**src/psbs_pkg.sv**
```systemverilog
package psbs_pkg;

   // ----------------------------------------
   // Register offsets (byte addresses)
   // ----------------------------------------
   localparam logic [7:0] OFS_STATUS    = 8'h00;
   localparam logic [7:0] OFS_WRITE_TARGET_ADDRESS     = 8'h04;
   localparam logic [7:0] OFS_READ_TARGET_ADDRESS     = 8'h08;
   localparam logic [7:0] OFS_RDIN      = 8'h0C;
   localparam logic [7:0] OFS_CTRL      = 8'h10;
   localparam logic [7:0] OFS_OUTBUF    = 8'h14;
   localparam logic [7:0] OFS_INBUF     = 8'h18;
   localparam logic [7:0] OFS_SHARED_IN = 8'h1C;
   localparam logic [7:0] OFS_IRQ_STAT  = 8'h20;
   localparam logic [7:0] OFS_IRQ_MASK  = 8'h24;

   // ----------------------------------------
   // Field positions
   // ----------------------------------------
   localparam int BIT_IN_ALL_FULL  = 15;
   localparam int BIT_IN_OVF       = 14;
   localparam int BIT_IN_FULL_LO   = 8;
   localparam int BIT_OUT_ALL_EMPT = 7;
   localparam int BIT_OUT_UNF      = 6;
   localparam int BIT_OUT_EMPT_LO  = 0;
   localparam int BIT_CS_ACTIVE    = 14;
   localparam int ADDR_W           = 11;
   localparam int RDIN_W           = 16;
   localparam int BIT_SPLIT_EN     = 17;
   localparam int BIT_MODE_LO      = 8;
   localparam int BIT_IRQSEL_LO    = 13;
   localparam int BIT_STEP_LO      = 11;
   localparam int NBUF             = 4;

   // ----------------------------------------
   // Encodings and reset values
   // ----------------------------------------
   localparam logic [1:0] MODE_LEGACY   = 2'h0;
   localparam logic [1:0] MODE_ENHANCED = 2'h1;
   localparam logic [1:0] IRQSEL_BUF3   = 2'h2;
   localparam logic [1:0] STEP_AUTO     = 2'h3;
   localparam logic [1:0] LAST_BUF      = 2'h3;
   localparam logic [3:0] OUT_EMPTY_RST = 4'hF;

   // Interrupt status bits
   localparam int EV_OVF  = 0;
   localparam int EV_UNF  = 1;
   localparam int EV_BUF3 = 2;
   localparam int NEV     = 3;

   typedef struct packed {
      logic       wr;
      logic       rd;
      logic [1:0] addr;
      logic [7:0] data;
   } psbs_host_t;

   typedef struct packed {
      logic       we;
      logic       re;
      logic [7:0] addr;
      logic [31:0] wdata;
   } psbs_bus_t;

endpackage

```
**src/psbs_top.sv**
```systemverilog
// Our own choices: the register offsets and the plain strobed port.
`timescale 1ns/1ps
`default_nettype none

module psbs_top
   import psbs_pkg::*;
(
   input  wire logic        clk,
   input  wire logic        arst_n,
   input  wire logic [7:0]  reg_addr,
   input  wire logic [31:0] reg_wdata,
   input  wire logic        reg_we,
   input  wire logic        reg_re,
   output logic [31:0]      reg_rdata,
   input  wire psbs_host_t  host,
   output logic [7:0]       host_rdata,
   output logic [ADDR_W:0]  port_address,
   output logic             port_chip_select_pin,
   output logic             irq
);

   // ----------------------------------------
   // State
   // ----------------------------------------
   logic [NBUF-1:0][7:0] in_buf_reg,  in_buf_next;
   logic [NBUF-1:0][7:0] out_buf_reg, out_buf_next;
   logic [NBUF-1:0]      in_full_reg, in_full_next;
   logic [NBUF-1:0]      out_empt_reg, out_empt_next;
   logic                 ovf_reg, ovf_next;
   logic                 unf_reg, unf_next;
   logic [1:0]           wptr_reg, wptr_next;
   logic [1:0]           rptr_reg, rptr_next;
   logic [ADDR_W-1:0]    write_target_address_reg, write_target_address_next;
   logic                 wcs_reg, wcs_next;
   logic [ADDR_W-1:0]    read_target_address_reg, read_target_address_next;
   logic                 rcs_reg, rcs_next;
   logic [RDIN_W-1:0]    rdin_reg, rdin_next;
   logic [RDIN_W-1:0]    shin_reg, shin_next;
   logic [31:0]          ctrl_reg, ctrl_next;
   logic [NEV-1:0]       ist_reg, ist_next;
   logic [NEV-1:0]       imask_reg, imask_next;
   logic [31:0]          rdata_reg, rdata_next;
   logic [7:0]           hdata_reg, hdata_next;

   logic [1:0] mode, irqsel, step;
   logic       split_en, slave_mode, auto_step;
   logic [1:0] wsel, rsel;
   logic [NEV-1:0] ev;
   logic       in_all_full, out_all_empty;

   function automatic logic [31:0] pack_status(input logic [3:0] f, input logic [3:0] e,
                                               input logic ov, input logic un);
      logic [31:0] s;
      s = '0;
      s[BIT_IN_ALL_FULL] = &f;
      s[BIT_IN_OVF] = ov;
      s[BIT_IN_FULL_LO +: NBUF] = f;
      s[BIT_OUT_ALL_EMPT] = &e;
      s[BIT_OUT_UNF] = un;
      s[BIT_OUT_EMPT_LO +: NBUF] = e;
      return s;
   endfunction

   assign mode       = ctrl_reg[BIT_MODE_LO +: 2];
   assign irqsel     = ctrl_reg[BIT_IRQSEL_LO +: 2];
   assign step       = ctrl_reg[BIT_STEP_LO +: 2];
   assign split_en   = ctrl_reg[BIT_SPLIT_EN];
   // Master modes ignore host strobes except host.rd on the split-buffer port address; only software accesses move the buffer flags
   assign slave_mode = (mode == MODE_LEGACY) || (mode == MODE_ENHANCED);
   assign auto_step  = (mode == MODE_LEGACY) && (step == STEP_AUTO);
   // Enhanced mode picks the buffer by the two host address lines
   assign wsel = (mode == MODE_ENHANCED) ? host.addr : wptr_reg;
   assign rsel = (mode == MODE_ENHANCED) ? host.addr : rptr_reg;
   assign in_all_full   = &in_full_reg;
   assign out_all_empty = &out_empt_reg;

   // ----------------------------------------
   // Buffers and flags
   // ----------------------------------------
   always_comb
   begin
      in_buf_next   = in_buf_reg;
      out_buf_next  = out_buf_reg;
      in_full_next  = in_full_reg;
      out_empt_next = out_empt_reg;
      ovf_next      = ovf_reg;
      unf_next      = unf_reg;
      wptr_next     = wptr_reg;
      rptr_next     = rptr_reg;
      hdata_next    = hdata_reg;
      ev            = '0;
      // Software side first so that a same-cycle host event wins
      if (reg_re && reg_addr == OFS_INBUF)
         in_full_next[reg_wdata[1:0]] = 1'b0;
      if (reg_we && reg_addr == OFS_OUTBUF)
      begin
         out_buf_next[reg_wdata[9:8]]  = reg_wdata[7:0];
         out_empt_next[reg_wdata[9:8]] = 1'b0;
      end
      if (reg_we && reg_addr == OFS_STATUS)
      begin
         if (reg_wdata[BIT_IN_OVF])  ovf_next = 1'b0;
         if (reg_wdata[BIT_OUT_UNF]) unf_next = 1'b0;
      end
      if (slave_mode && host.wr)
      begin
         if (in_full_reg[wsel])
         begin
            ovf_next   = 1'b1;
            ev[EV_OVF] = 1'b1;
         end
         else
         begin
            in_buf_next[wsel]  = host.data;
            in_full_next[wsel] = 1'b1;
         end
         if (auto_step) wptr_next = wptr_reg + 2'h1;
         if (wsel == LAST_BUF) ev[EV_BUF3] = 1'b1;
      end
      if (slave_mode && host.rd)
      begin
         hdata_next = out_buf_reg[rsel];
         if (out_empt_reg[rsel])
         begin
            unf_next   = 1'b1;
            ev[EV_UNF] = 1'b1;
         end
         out_empt_next[rsel] = 1'b1;
         if (auto_step) rptr_next = rptr_reg + 2'h1;
         if (rsel == LAST_BUF) ev[EV_BUF3] = 1'b1;
      end
      if (irqsel != IRQSEL_BUF3)
         ev[EV_BUF3] = 1'b0;
   end

   always_ff @(posedge clk or negedge arst_n)
   begin
      if (!arst_n)
      begin
         in_buf_reg   <= '0;
         out_buf_reg  <= '0;
         in_full_reg  <= '0;
         out_empt_reg <= OUT_EMPTY_RST;
         ovf_reg      <= 1'b0;
         unf_reg      <= 1'b0;
         wptr_reg     <= '0;
         rptr_reg     <= '0;
         hdata_reg    <= '0;
      end
      else
      begin
         in_buf_reg   <= in_buf_next;
         out_buf_reg  <= out_buf_next;
         in_full_reg  <= in_full_next;
         out_empt_reg <= out_empt_next;
         ovf_reg      <= ovf_next;
         unf_reg      <= unf_next;
         wptr_reg     <= wptr_next;
         rptr_reg     <= rptr_next;
         hdata_reg    <= hdata_next;
      end
   end

   assign host_rdata = hdata_reg;

   // ----------------------------------------
   // Software registers
   // ----------------------------------------
   always_comb
   begin
      write_target_address_next = write_target_address_reg;
      wcs_next   = wcs_reg;
      read_target_address_next = read_target_address_reg;
      rcs_next   = rcs_reg;
      rdin_next  = rdin_reg;
      shin_next  = shin_reg;
      ctrl_next  = ctrl_reg;
      imask_next = imask_reg;
      ist_next   = ist_reg;
      rdata_next = '0;
      if (reg_we)
      begin
         case (reg_addr)
            OFS_WRITE_TARGET_ADDRESS:
            begin
               write_target_address_next = reg_wdata[ADDR_W-1:0];
               wcs_next   = reg_wdata[BIT_CS_ACTIVE];
            end
            OFS_READ_TARGET_ADDRESS:
            begin
               read_target_address_next = reg_wdata[ADDR_W-1:0];
               rcs_next   = reg_wdata[BIT_CS_ACTIVE];
            end
            OFS_RDIN:      rdin_next  = reg_wdata[RDIN_W-1:0];
            OFS_SHARED_IN: shin_next  = reg_wdata[RDIN_W-1:0];
            OFS_CTRL:      ctrl_next  = reg_wdata;
            OFS_IRQ_MASK:  imask_next = reg_wdata[NEV-1:0];
            OFS_IRQ_STAT:  ist_next   = ist_reg & ~reg_wdata[NEV-1:0];
            default:       ctrl_next  = ctrl_reg;
         endcase
      end
      // Host reads land in the data register of the active path
      if (slave_mode && host.rd)
      begin
         if (split_en)
            rdin_next = {8'h00, out_buf_reg[rsel]};
         else
            shin_next = {8'h00, out_buf_reg[rsel]};
      end
      ist_next = ist_next | ev;                                            // set wins over clear
      if (reg_re)
      begin
         case (reg_addr)
            OFS_STATUS:    rdata_next = pack_status(in_full_reg, out_empt_reg,
                                                    ovf_reg, unf_reg);
            OFS_WRITE_TARGET_ADDRESS:     rdata_next = {17'h00000, wcs_reg, 3'h0, write_target_address_reg};
            OFS_READ_TARGET_ADDRESS:     rdata_next = {17'h00000, rcs_reg, 3'h0, read_target_address_reg};
            OFS_RDIN:      rdata_next = {16'h0000, rdin_reg};
            OFS_SHARED_IN: rdata_next = {16'h0000, shin_reg};
            OFS_CTRL:      rdata_next = ctrl_reg;
            OFS_INBUF:     rdata_next = {24'h000000, in_buf_reg[reg_wdata[1:0]]};
            OFS_IRQ_STAT:  rdata_next = {29'h00000000, ist_reg};
            OFS_IRQ_MASK:  rdata_next = {29'h00000000, imask_reg};
            default:       rdata_next = '0;
         endcase
      end
   end

   always_ff @(posedge clk or negedge arst_n)
   begin
      if (!arst_n)
      begin
         write_target_address_reg <= '0;
         wcs_reg   <= 1'b0;
         read_target_address_reg <= '0;
         rcs_reg   <= 1'b0;
         rdin_reg  <= '0;
         shin_reg  <= '0;
         ctrl_reg  <= '0;
         imask_reg <= '0;
         ist_reg   <= '0;
         rdata_reg <= '0;
      end
      else
      begin
         write_target_address_reg <= write_target_address_next;
         wcs_reg   <= wcs_next;
         read_target_address_reg <= read_target_address_next;
         rcs_reg   <= rcs_next;
         rdin_reg  <= rdin_next;
         shin_reg  <= shin_next;
         ctrl_reg  <= ctrl_next;
         imask_reg <= imask_next;
         ist_reg   <= ist_next;
         rdata_reg <= rdata_next;
      end
   end

   assign reg_rdata = rdata_reg;
   assign irq       = |(ist_reg & imask_reg);

   // ----------------------------------------
   // Port address
   // ----------------------------------------
   // Without split-buffer both directions share the write-address register
   always_comb
   begin
      if (split_en && host.rd)
      begin
         port_address         = {~rcs_reg & read_target_address_reg[ADDR_W-1], read_target_address_reg};
         port_chip_select_pin = rcs_reg;
      end
      else
      begin
         port_address         = {1'b0, write_target_address_reg};
         port_chip_select_pin = wcs_reg;
      end
   end

   // ----------------------------------------
   // Checks
   // ----------------------------------------
   a_ovf_sets: assert property (@(posedge clk) disable iff (!arst_n)
      slave_mode && host.wr && in_full_reg[wsel] |=> ovf_reg)
      else $error("overflow not flagged");
   a_unf_sets: assert property (@(posedge clk) disable iff (!arst_n)
      slave_mode && host.rd && out_empt_reg[rsel] |=> unf_reg)
      else $error("underflow not flagged");
   a_full_set: assert property (@(posedge clk) disable iff (!arst_n)
      slave_mode && host.wr |=> in_full_reg[$past(wsel)])
      else $error("full flag not set");
   a_full_clr: assert property (@(posedge clk) disable iff (!arst_n)
      reg_re && reg_addr == OFS_INBUF && !host.wr |=> !in_full_reg[$past(reg_wdata[1:0])])
      else $error("full flag not cleared");
   a_empty_clr: assert property (@(posedge clk) disable iff (!arst_n)
      reg_we && reg_addr == OFS_OUTBUF && !host.rd |=> !out_empt_reg[$past(reg_wdata[9:8])])
      else $error("empty flag not cleared");
   a_agg_full: assert property (@(posedge clk) disable iff (!arst_n)
      reg_re && reg_addr == OFS_STATUS |=> reg_rdata[BIT_IN_ALL_FULL] == &$past(in_full_reg))
      else $error("aggregate full wrong");
   a_agg_empty: assert property (@(posedge clk) disable iff (!arst_n)
      reg_re && reg_addr == OFS_STATUS |=> reg_rdata[BIT_OUT_ALL_EMPT] == &$past(out_empt_reg))
      else $error("aggregate empty wrong");
   a_hi_zero: assert property (@(posedge clk) disable iff (!arst_n)
      reg_re && reg_addr != OFS_CTRL |=> reg_rdata[31:16] == 16'h0000)
      else $error("upper bits not zero");
   a_master_idle: assert property (@(posedge clk) disable iff (!arst_n)
      !slave_mode && !reg_we && !reg_re |=> $stable(in_full_reg) && $stable(out_empt_reg))
      else $error("flags moved in master mode");
   a_split_rd: assert property (@(posedge clk) disable iff (!arst_n)
      slave_mode && host.rd && !split_en && !reg_we |=> $stable(rdin_reg))
      else $error("read-data register used without split-buffer");

   c_overflow: cover property (@(posedge clk) disable iff (!arst_n) ovf_reg && irq);
   c_all_full: cover property (@(posedge clk) disable iff (!arst_n) in_all_full);
   c_underflow: cover property (@(posedge clk) disable iff (!arst_n) unf_reg);
   c_buf3_irq: cover property (@(posedge clk) disable iff (!arst_n) ist_reg[EV_BUF3]);
   c_all_empty: cover property (@(posedge clk) disable iff (!arst_n) out_all_empty && unf_reg);

endmodule

`default_nettype wire

```
**config.mk**
```make
export PLATFORM = sky130hd
export DESIGN_NAME = psbs_top
export DESIGN_NICKNAME = d
export VERILOG_FILES = /design/src/psbs_pkg.sv /design/src/psbs_top.sv
export SDC_FILE = /design/constraint.sdc
export NUM_CORES = 1
export LEC_CHECK = 0
export BUFFER_PORTS_ARGS = -buffer_cell sky130_fd_sc_hd__buf_2
export CAP_MARGIN = 10
export CORE_AREA = 5 5 139 155
export CTS_BUF_LIST = sky130_fd_sc_hd__clkbuf_4 sky130_fd_sc_hd__clkbuf_8
export CTS_CLUSTER_DIAMETER = 100
export CTS_CLUSTER_SIZE = 12
export DETAILED_ROUTE_END_ITERATION = 7
export DIE_AREA = 0 0 144 160
export MAX_ROUTING_LAYER = met4
export PLACE_DENSITY = 0.69
export REMOVE_ABC_BUFFERS = 1
export SYNTH_ARGS = -nofsm -noshare
export SYNTH_HDL_FRONTEND = slang
export SYNTH_SLANG_ARGS = --single-unit
```
**constraint.sdc**
```tcl
create_clock -name clk -period 2.5 [get_ports clk]
set_input_delay 0.125 -clock clk [delete_from_list [all_inputs] [get_ports clk]]
set_output_delay 0.125 -clock clk [all_outputs]
set_load 0.005 [all_outputs]
```
* After elaboration in Yosys (flattened, before gate mapping) *
Cells that the tools add are included.

word-level totals
  output and inout bits = 54
  word-level logic and storage cells = 145
  bits in registers = 212

cells by class
  equal/unequal tests = 14
  add/subtract/negate cells = 2
  reduce and logical (&&, ||, !) cells = 24
  bitwise gates (word level) = 13
  muxes and demuxes = 59
  magnitude comparators = 8

operator list
  cell                                                                number
  case mux 32 bit (9 select lines)                                    1
  2-to-1 mux 16 bit                                                   8
  bitwise mux 32 bit                                                  2
  binary-select mux 8 bit (select 2 bit)                              2
  demux 8 bit (select 2 bit)                                          2
  == test 8 x 5 -> 1 bit (second input constant)                      4
  2-to-1 mux 32 bit                                                   1
  2-to-1 mux 8 bit                                                    4
  2-to-1 mux 1 bit                                                    22
  2-to-1 mux 4 bit                                                    5
  == test 8 x 4 -> 1 bit (second input constant)                      2
  == test 8 x 6 -> 1 bit (second input constant)                      2
  AND reduction 2 bit                                                 7
  < comparator 2 x 3 -> 1 bit (second input constant)                 4
  2-to-1 mux 12 bit                                                   1
  logical AND 1 bit                                                   11
  AND 4 bit                                                           2
  demux 1 bit (select 2 bit)                                          4
  == test 8 x 3 -> 1 bit (second input constant)                      1
  greater-or-equal comparator 2 x 1 -> 1 bit (second input constant)  4
  zero test 8 bit                                                     1
  NOT 4 bit                                                           2
  OR 4 bit                                                            2
  AND reduction 4 bit                                                 2
  other kinds (15)                                                    24

* Longest topological paths before layout *
Gate-level depths: netlist (run 1).

  depth after elaboration = 10
  depth in mapped cells = 7
  depth with buffers taken out = 4

* Worst setup path after synthesis (run 1) *
OpenSTA, ideal clock, no wires.

  kind = flip-flop to flip-flop
  from = reg ctrl_reg[9]
  to = reg rdin_reg[6]
  setup time = 125 ps
  data arrival time = 2070 ps
  buffers on the path = 2
  setup slack = 305 ps
  stages on the path, launching flop included = 7
  required time = 2375 ps
  cell sequence = dfrtp_1 > buf_2 > nand2b_1 > a21oi_2 > buf_4 > mux4_2 > mux2_2

between the ends
  longest elaborated chain between the ends = 6

RTL lines
  item                                    line                            text
  from (decl)                             psbs_top.sv:39                  logic [31:0] ctrl_reg, ctrl_next;
  from (signal assigned)                  psbs_top.sv:252                 ctrl_reg <= ctrl_next;
  == test 2 x 1 -> 1 bit                  psbs_top.sv:69, psbs_top.sv:73
  2-to-1 mux 2 bit                        psbs_top.sv:73                  assign rsel = (mode == MODE_ENHANCED) ? host.addr : rptr_reg;
  binary-select mux 8 bit (select 2 bit)  psbs_top.sv:206                 rdin_next = {8'h00, out_buf_reg[rsel]};
  2-to-1 mux 8 bit (implied by the code)  psbs_top.sv:206
  2-to-1 mux 16 bit                       psbs_top.sv:205                 if (split_en)
  2-to-1 mux 16 bit (*)                   psbs_top.sv:203                 if (slave_mode && host.rd)
  via rdin_next[6]                        psbs_top.sv:37                  logic [RDIN_W-1:0] rdin_reg, rdin_next;
  to (signal assigned)                    psbs_top.sv:250                 rdin_reg <= rdin_next;
  to (decl)                               psbs_top.sv:37

Mark *: on every way through the listed nets, which the timed path passes. The rest lies on a longest branch. The select of a mux whose other input is x is not followed.
A chain may end at the register's enable or synchronous reset.

* Final worst setup path (run 1) *
  from = reg ctrl_reg[17]
  to = out port_address[6]

between the ends
  longest elaborated chain between the ends = 2

RTL lines
  item               line             text
  logical AND 1 bit  psbs_top.sv:268  if (split_en && host.rd)
  2-to-1 mux 12 bit  psbs_top.sv:268
  to (decl)          psbs_top.sv:17   output logic [ADDR_W:0] port_address,

No other way between the ends.

==> run summary, run 1 <==
Clock Path Buffers: 3
Die Ht: 160 µm
EDFF count, synth: 0
WL per Instance: 22.9 µm
Reg2Reg Depth: 5
global-route wire length before repair: 41.3 mm
Ports: 110
post-DR vias/cell: 5.95
setup tns final: 0 ns
most common cell in the netlist: dfrtp_1
Synth Area per Inst: 13.3 µm²
# fillers: 1587
Worst R2R Start: ctrl_reg[9]
Rows: 54
Worst Max-Slew Pin Slew: 0.632 ns
Slowest-stage cell, CP: dfrtp_1
Clk pin slew, worst setup/hold paths: 0.08 ns
simple-gate portion of the synthesized area: 9.35%
hpwl dp: 17.9 mm
vias in the first global route: 7408
TritonCTS clock tree: yes
Critical R2R Capture: rdin_reg[4]
GRT overflow: 0
share of the synthesized area in the top cell type: 53.7%
Layout Utilization: 58.3%
Comb pwr share: 10.3%
largest net degree at the start of global routing: 76
xor/xnor share of the synthesized area: 0.361%
slew margin rel.: 57.9%
min cycle time layout: 2.24 ns
Clk pwr share: 32.9%
synthesized flop and latch total: 212
leading area contributor after synthesis: dfrtp_1
area of the mapped netlist: 9700 µm²
multi-input logic area: 4150 µm²
Hold Fails Final Rpt: 0
final period utilization: 89.8%
Setup crit start: ctrl_reg[17]
critical path capture point type: primary output
outcome: finished clean
Post-synth top cells: dfrtp_1, mux2_2, nand2_1
H-tree levels: 1
post-synthesis async set-or-reset flop share: 100%
DRT Pass-1 Iters: 5
Core Area: 19700 µm²
Initial Util: 49.3%
WS Path Type: flop to primary output
Post-synth top flop: dfrtp_1
RSZ-0062 raised after global routing: no
Die W: 144 µm
Initial DRC Count: 501
Layout area overhead: 18.1%
Synth Area in Compound Gates: 6.79%
CP cell instances: nand2_1 -> buf_4 -> mux2_2 -> buf_2
mux share of post-synthesis cell area: 26.2%
adder-cell area share of the yosys netlist: 0%
sequential area share after synthesis: 54.7%
largest fanout on the critical path: 8
routed via count: 6866
switch share: 24.7%
TritonCTS Buffers: 21
gpl congestion: 0.928
clock root buffer: clkbuf_8
slowest stage delay, CP: 0.42 ns
NumNets Final: 950
initial antenna violation count: 1
final slew viol count: 0
post-synthesis instance total: 730
pwr/cell area: 569 nW/µm²
Final setup violation count: 0
largest family of logic cells by synthesized area: multiplexers
total track usage: 23.6%
reg2reg setup slack: 0.30 ns
data required time of the worst path: 2.38 ns
maximum VDD drop: 0.472 mV
Switch Pwr: 1.61 mW
DRC viols: 0
Worst Hold Class: primary input to flop
FF/Latch Area: 5310 µm²
clock sink total: 212
leakage power: 5.64 nW
post-route ant nets: 0
wirelength, routed: 26.4 mm
postcts setup bufs: 0
synth warn: 0
ranking of synthesized cells by area: dfrtp_1, mux2_2, mux4_2, nand2_1, a22o_1
top achievable clock speed: 446 MHz
Die ar.: 23000 µm²
crit path DAT: 2.12 ns
Yosys cell types: 58
Critical Path Start Type: flop
IO buf count: 109
Int Pwr: 4.91 mW
layout cells sized above 1: 43.8%
Fin Clk Skew: 0.0154 ns
Setup crit end: port_address[6]
later-pin clock latency in the skew report: 0.52 ns
Sequential Power Share: 56.8%
max_cap viols: 0
## logic make-up after synthesis
kind of cell / after synthesis
AOI/OAI and AO/OA: 94
and+or+nand+nor: 159
buffers and inverters: 57
xor gates and xnor gates: 4
DFF: 212
muxes: 204
## routing by layer
| metal | vias to the layer above | part of all wire, % | routed length (µm) | GRT usage [%] |
|---|---|---|---|---|
| li1 | 2977 | - | - | - |
| met1 | 3566 | 40 | 10600 | 30.0 |
| met5 | - | 0 | 0 | - |
| met3 | 62 | 6.1 | 1610 | 3.17 |
| met4 | 0 | 3.9 | 1040 | 8.73 |
| met2 | 261 | 50 | 13200 | 38.5 |
## power groups by stage
stage | Clock [mW] | Combinational, mW | Sequential [mW]
5_1_grt | 2.33 | 0.734 | 3.72
3_3_place_gp | 0 | 0.603 | 3.75
4_1_cts | 2.20 | 0.681 | 3.70
6_report | 2.14 | 0.674 | 3.70
2_1_floorplan | 0 | 0.321 | 3.72
3_5_place_dp | 0 | 0.630 | 3.77
## cell usage in the layout, fill, tap and decap left out, drive strengths merged, types with 3 or more instances in the layout
cell type | netlist | routed
dfrtp | 208 | 208
mux2 | 179 | 179
buf | 19 | 144
nand2 | 64 | 64
dlygate4sd3 | 0 | 40
clkbuf | 25 | 30
mux4 | 22 | 22
a22o | 20 | 20
a21oi | 20 | 20
and2 | 19 | 19
o21ai | 19 | 19
nor2 | 14 | 14
inv | 13 | 13
nand3 | 13 | 13
a32oi | 8 | 8
nand2b | 7 | 7
nor3 | 7 | 7
nand4 | 6 | 6
a22oi | 6 | 6
and3 | 5 | 5
a31oi | 5 | 5
nor4b | 5 | 5
nor2b | 4 | 4
xnor2 | 4 | 4
dfstp | 4 | 4
mux2i | 3 | 3
nor3b | 3 | 3
a32o | 3 | 3
## worst max-delay path, delay by kind of cell (launching register included)
family,cells,cell delay (ns)
buffers and inverters,2,0.42
DFF,1,0.42
and+or+nand+nor,1,0.39
muxes,1,0.37
## stage by stage
stage	setup WS (ns)	hold slack, ns	power [mW]	cells	area (µm²)
2_1_floorplan	-0.949	-0.171	4.04	686	9500
3_3_place_gp	0.401	0.169	4.35	1083	10700
3_5_place_dp	0.327	0.187	4.40	1083	10700
4_1_cts	0.217	0.00489	6.58	1153	11500
5_1_grt	0.177	0.0125	6.78	1154	11500
6_report	0.255	0.0281	6.52	1154	11500
## worst min path at each step
| stage | cells past startpoint | slack [ns] | startpoint | to |
|---|---|---|---|---|
| 2_1_floorplan | 0 | -0.17 | arst_n | ctrl_reg[0] |
| 3_5_place_dp | 1 | 0.19 | arst_n | ctrl_reg[24] |
| 3_3_place_gp | 1 | 0.17 | arst_n | reg_rdata[24] |
| 4_1_cts | 4 | 0.005 | reg_re | in_full_reg[1] |
| 6_report | 4 | 0.03 | reg_re | in_full_reg[1] |
| 5_1_grt | 4 | 0.01 | reg_re | in_full_reg[1] |
## final cells by class
type / count / area share (%)
antenna: 1 / 0.0218
timing repair buffer: 185 / 10.9
inverter: 13 / 0.426
sequential: 212 / 46.3
clock inverter: 1 / 0.262
clock buffer: 29 / 3.05
tap: 252 / 2.75
multi-input combinational: 461 / 36.2
## timing repair
item,4_1_cts,5_1_grt
resized for setup,0,0
endpoints found under the hold margin,175,0
hold buffers,40,0
Note: power is estimated with default switching activity, not from simulation.
==> inputs of run 2 (changes only) <==
REMOVE_ABC_BUFFERS = default   (was 1)
==> run summary, run 2 (synthesized netlist as in run 1, its figures left out) <==
outcome: finished clean
IO buf count: 109
hpwl dp: 18.7 mm
data required time of the worst path: 2.38 ns
initial antenna violation count: 0
vias in the first global route: 7375
Worst Max-Slew Pin Slew: 0.589 ns
ANT cells: 0
Worst Hold Path EP: ctrl_reg[7]
gpl congestion: 0.993
top achievable clock speed: 446 MHz
layout cells sized above 1: 43.9%
clock sink total: 212
routed via count: 6805
DP Area: 10700 µm²
Synth Net Count: 786
Hold Fails Final Rpt: 0
Die W: 144 µm
Clk pin slew, worst setup/hold paths: 0.09 ns
NumNets Final: 952
WS Path Type: flop to primary output
Initial Util: 49.3%
maximum VDD drop: 0.441 mV
later-pin clock latency in the skew report: 0.52 ns
Inst Count DP: 1084
GRT overflow: 0
Hold Worst Slack: 0.0170 ns
Final WS setup: 0.259 ns
Fin Clk Skew: 0.0190 ns
TritonCTS clock tree: yes
CP cell instances: nand2_1 -> buf_4 -> mux2_2 -> buf_2
Crit path max-delay family: flip-flops
Worst R2R Start: ctrl_reg[8]
reg2reg setup slack: 0.38 ns
wirelength, routed: 26.7 mm
RSZ-0062 raised after global routing: no
most frequent cells in the layout: dfrtp_1, mux2_2, buf_2
Post-Place Worst Slack: 0.411 ns
Core Area: 19700 µm²
postcts setup bufs: 0
pwr/cell area: 567 nW/µm²
max_cap viols: 0
WL per Instance: 23.1 µm
final period utilization: 89.7%
min cycle time layout: 2.24 ns
Initial DRC Count: 519
crit path DAT: 2.12 ns
global-route wire length before repair: 42.0 mm
Reg2Reg Depth: 4
total track usage: 24.1%
Die Ht: 160 µm
CTS Hold Bufs: 41
Slowest-stage cell, CP: dfrtp_1
Critical R2R Capture: in_buf_reg[11]
post-DR vias/cell: 5.89
fin area: 11500 µm²
Ports: 110
CTS resizes: 0
Hold Path Origin: reg_wdata[7]
Worst Hold Class: primary input to flop
final non-filler cell total: 1155
slew margin rel.: 60.4%
crit path buf inv count: 2
final slew viol count: 0
commonest non-fill, non-tap cell in the layout: dfrtp_1
Die ar.: 23000 µm²
Final setup violation count: 0
Clock Path Buffers: 3
critical path capture point type: primary output
leakage power: 5.65 nW
largest net degree at the start of global routing: 70
hold path depth: 2
slowest stage delay, CP: 0.44 ns
Layout area overhead: 18.4%
Critical Path Start Type: flop
DRC viols: 0
DRT Pass-1 Iters: 5
Rows: 54
post-route ant nets: 0
clock root buffer: clkbuf_8
TritonCTS Buffers: 21
setup tns final: 0 ns
H-tree levels: 1
largest fanout on the critical path: 8
==> run 2: cell count changes in the layout (fill, tap and decap cells not counted) <==
cell	change
diode_2	-1
buf_12	+1
dlygate4sd3_1	+1
==> run 2: worst register-to-register path, stage by stage (launching register included) <==
cell and delay (ns):
dfrtp_1 0.46, mux2_2 0.37, or2_2 0.29, or3_1 0.52, mux2_2 0.36
==> run 2: stage by stage <==
stage / power [mW] / util, %
after detailed placement: 4.41 / 54.4
after global placement: 4.37 / 54.4
after CTS: 6.59 / 58.4
after global routing: 6.79 / 58.4
final: 6.52 / 58.4
after floorplan: 4.08 / -
==> run 2: final cells by class <==
type	count	area [µm²]
Timing Repair Buffer	187	1280
Tap cell	252	315
Clock inverter	1	30.0
Clock buffer	29	349
Fill cell	1566	8170
Multi-Input combinational cell	461	4150
Inverter	13	48.8
Sequential cell	212	5310
==> run 2: worst max path at each step <==
stage	cells past startpoint	from	endpoint	slack, ns
final	4	ctrl_reg[17]	port_address[5]	0.26
after global routing	4	ctrl_reg[17]	port_address[7]	0.20
after CTS	4	ctrl_reg[17]	port_address[9]	0.27
after detailed placement	5	ctrl_reg[9]	shin_reg[4]	0.41
after global placement	4	ctrl_reg[8]	in_buf_reg[14]	0.45
after floorplan	6	ctrl_reg[9]	rdin_reg[6]	0.31
==> run 2: where the power goes <==
part           internal (mW)  total [mW]  switching [mW]
registers               3.59        3.71           0.125
logic                  0.336       0.681           0.345
clock network          0.995        2.12            1.13
==> run 2: layer usage <==
layer	vias up	part of all wire (%)	GRT usage, %
li1	2977	-	-
met1	3515	41	31.1
met2	256	50	38.7
met3	57	6.7	3.89
met4	0	3.1	8.09
met5	-	0	-
==> inputs of run 3 (changes only) <==
CORE_AREA = 5 5 123 241   (was 5 5 139 155)
DIE_AREA = 0 0 128 246   (was 0 0 144 160)
PLACE_DENSITY = default   (was 0.69)
SLEW_MARGIN = 20   (was default)
==> run summary, run 3 (synthesized netlist as in run 1, its figures left out) <==
Critical Path Start Type: flop
clock root buffer: clkbuf_8
Fin Clk Skew: 0.0139 ns
wirelength, routed: 28.0 mm
IO buf count: 109
outcome: finished clean
Initial Util: 35.2%
max_cap viols: 0
WS Path Type: flop to flop
Final setup violation count: 0
H-tree levels: 1
critical path capture point type: flop
largest net degree at the start of global routing: 91
Die Ht: 246 µm
layout cells sized above 1: 44.2%
Crit path max-delay family: simple AND/OR/NAND/NOR gates
Worst Hold Class: primary input to flop
Hold Worst Slack: 0.0291 ns
later-pin clock latency in the skew report: 0.54 ns
slowest stage delay, CP: 0.69 ns
postcts setup bufs: 0
routed via count: 6691
GRT overflow: 0
vias in the first global route: 7293
RSZ-0062 raised after global routing: no
clock sink total: 212
Slowest-stage cell, CP: nor3_2
Worst Max-Slew Pin Slew: 0.798 ns
Synth Net Count: 786
crit path DAT: 2.56 ns
Die W: 128 µm
total track usage: 18.3%
leakage power: 5.68 nW
final slew viol count: 0
Rows: 86
min cycle time layout: 2.14 ns
commonest non-fill, non-tap cell in the layout: dfrtp_1
pwr/cell area: 564 nW/µm²
Die ar.: 31500 µm²
initial antenna violation count: 1
most frequent cells in the layout: dfrtp_1, mux2_2, buf_2
TritonCTS clock tree: yes
Hold Fails Final Rpt: 0
global-route wire length before repair: 43.1 mm
post-route ant nets: 0
Ports: 110
data required time of the worst path: 2.92 ns
largest fanout on the critical path: 9
maximum VDD drop: 0.293 mV
slew margin rel.: 46.5%
final period utilization: 85.7%
Clk pin slew, worst setup/hold paths: 0.09 ns
Core Area: 27500 µm²
hpwl dp: 20.4 mm
setup tns final: 0 ns
gpl congestion: 0.931
Clock Path Buffers: 3
Layout area overhead: 20.2%
CP cell instances: nand2b_1 -> a21oi_1 -> nor3_2 -> mux2_2
NumNets Final: 958
post-DR vias/cell: 5.30
WL per Instance: 22.2 µm
DRT Pass-1 Iters: 5
crit path buf inv count: 0
TritonCTS Buffers: 21
top achievable clock speed: 467 MHz
DRC viols: 0
Initial DRC Count: 345
[run 3: changes by cell type in the layout (fill, tap and decap cells not counted), sizes merged]
cell,delta
buf,+7
clkinvlp,+1
clkbuf,-2
diode,+1
[run 3: area by class of cell]
class                   instances  area (µm²)
fillers                      2625       15900
flip-flops and latches        212        5310
multi-input cells             461        4150
repair buffers                193        1330
well taps                     352         440
clock buffers                  28         342
inverters                      13        48.8
clock inverters                 2        37.5
diodes                          1        2.50
[run 3: what timing repair did]
item	CTS	global route
resized for setup	0	0
endpoints found under the hold margin	198	0
hold buffers	41	0
[run 3: per-stage QoR]
step                utilization (%)  total power [mW]  instances  setup WS [ns]  area [µm²]
global route                   42.3              6.86       1262          0.253       11700
floorplan                         -              4.08        730          0.305        9700
global placement               39.5              4.42       1190          0.404       10900
finish                         42.3              6.57       1262          0.359       11700
detailed placement             39.5              4.44       1190          0.367       10900
CTS                            42.3              6.67       1261          0.338       11700
[run 3: report_power, final]
part	total, mW	switching, mW	internal (mW)	leakage (nW)
registers	3.72	0.129	3.59	2.89
clock network	2.16	1.18	0.982	0.197
logic	0.698	0.357	0.341	2.60
total	6.57	1.66	4.91	5.68
[run 3: worst paths after layout]
kind / cells past startpoint / endpoint / slack [ns] / from
max: 4 / in_buf_reg[28] / 0.36 / ctrl_reg[8]
max reg2reg: 4 / in_buf_reg[28] / 0.36 / ctrl_reg[8]
min reg2reg: 1 / reg_rdata[16] / 0.47 / ctrl_reg[16]
min: 2 / imask_reg[2] / 0.03 / reg_wdata[2]
max in group asynchronous: 3 / write_target_address_reg[8] / 1.45 / arst_n
min in group asynchronous: 2 / in_buf_reg[30] / 0.17 / arst_n
[run 3: metal layers]
metal  part of all wire, %  routed length [µm]  vias up  global-route usage (%)
met3                   4.3                1210       77                    2.08
met2                    55               15400      200                    33.5
met5                     0                   0        -                       -
met1                    34                9610     3406                    18.6
li1                      -                   -     3008                       -
met4                   6.1                1700        0                    10.2
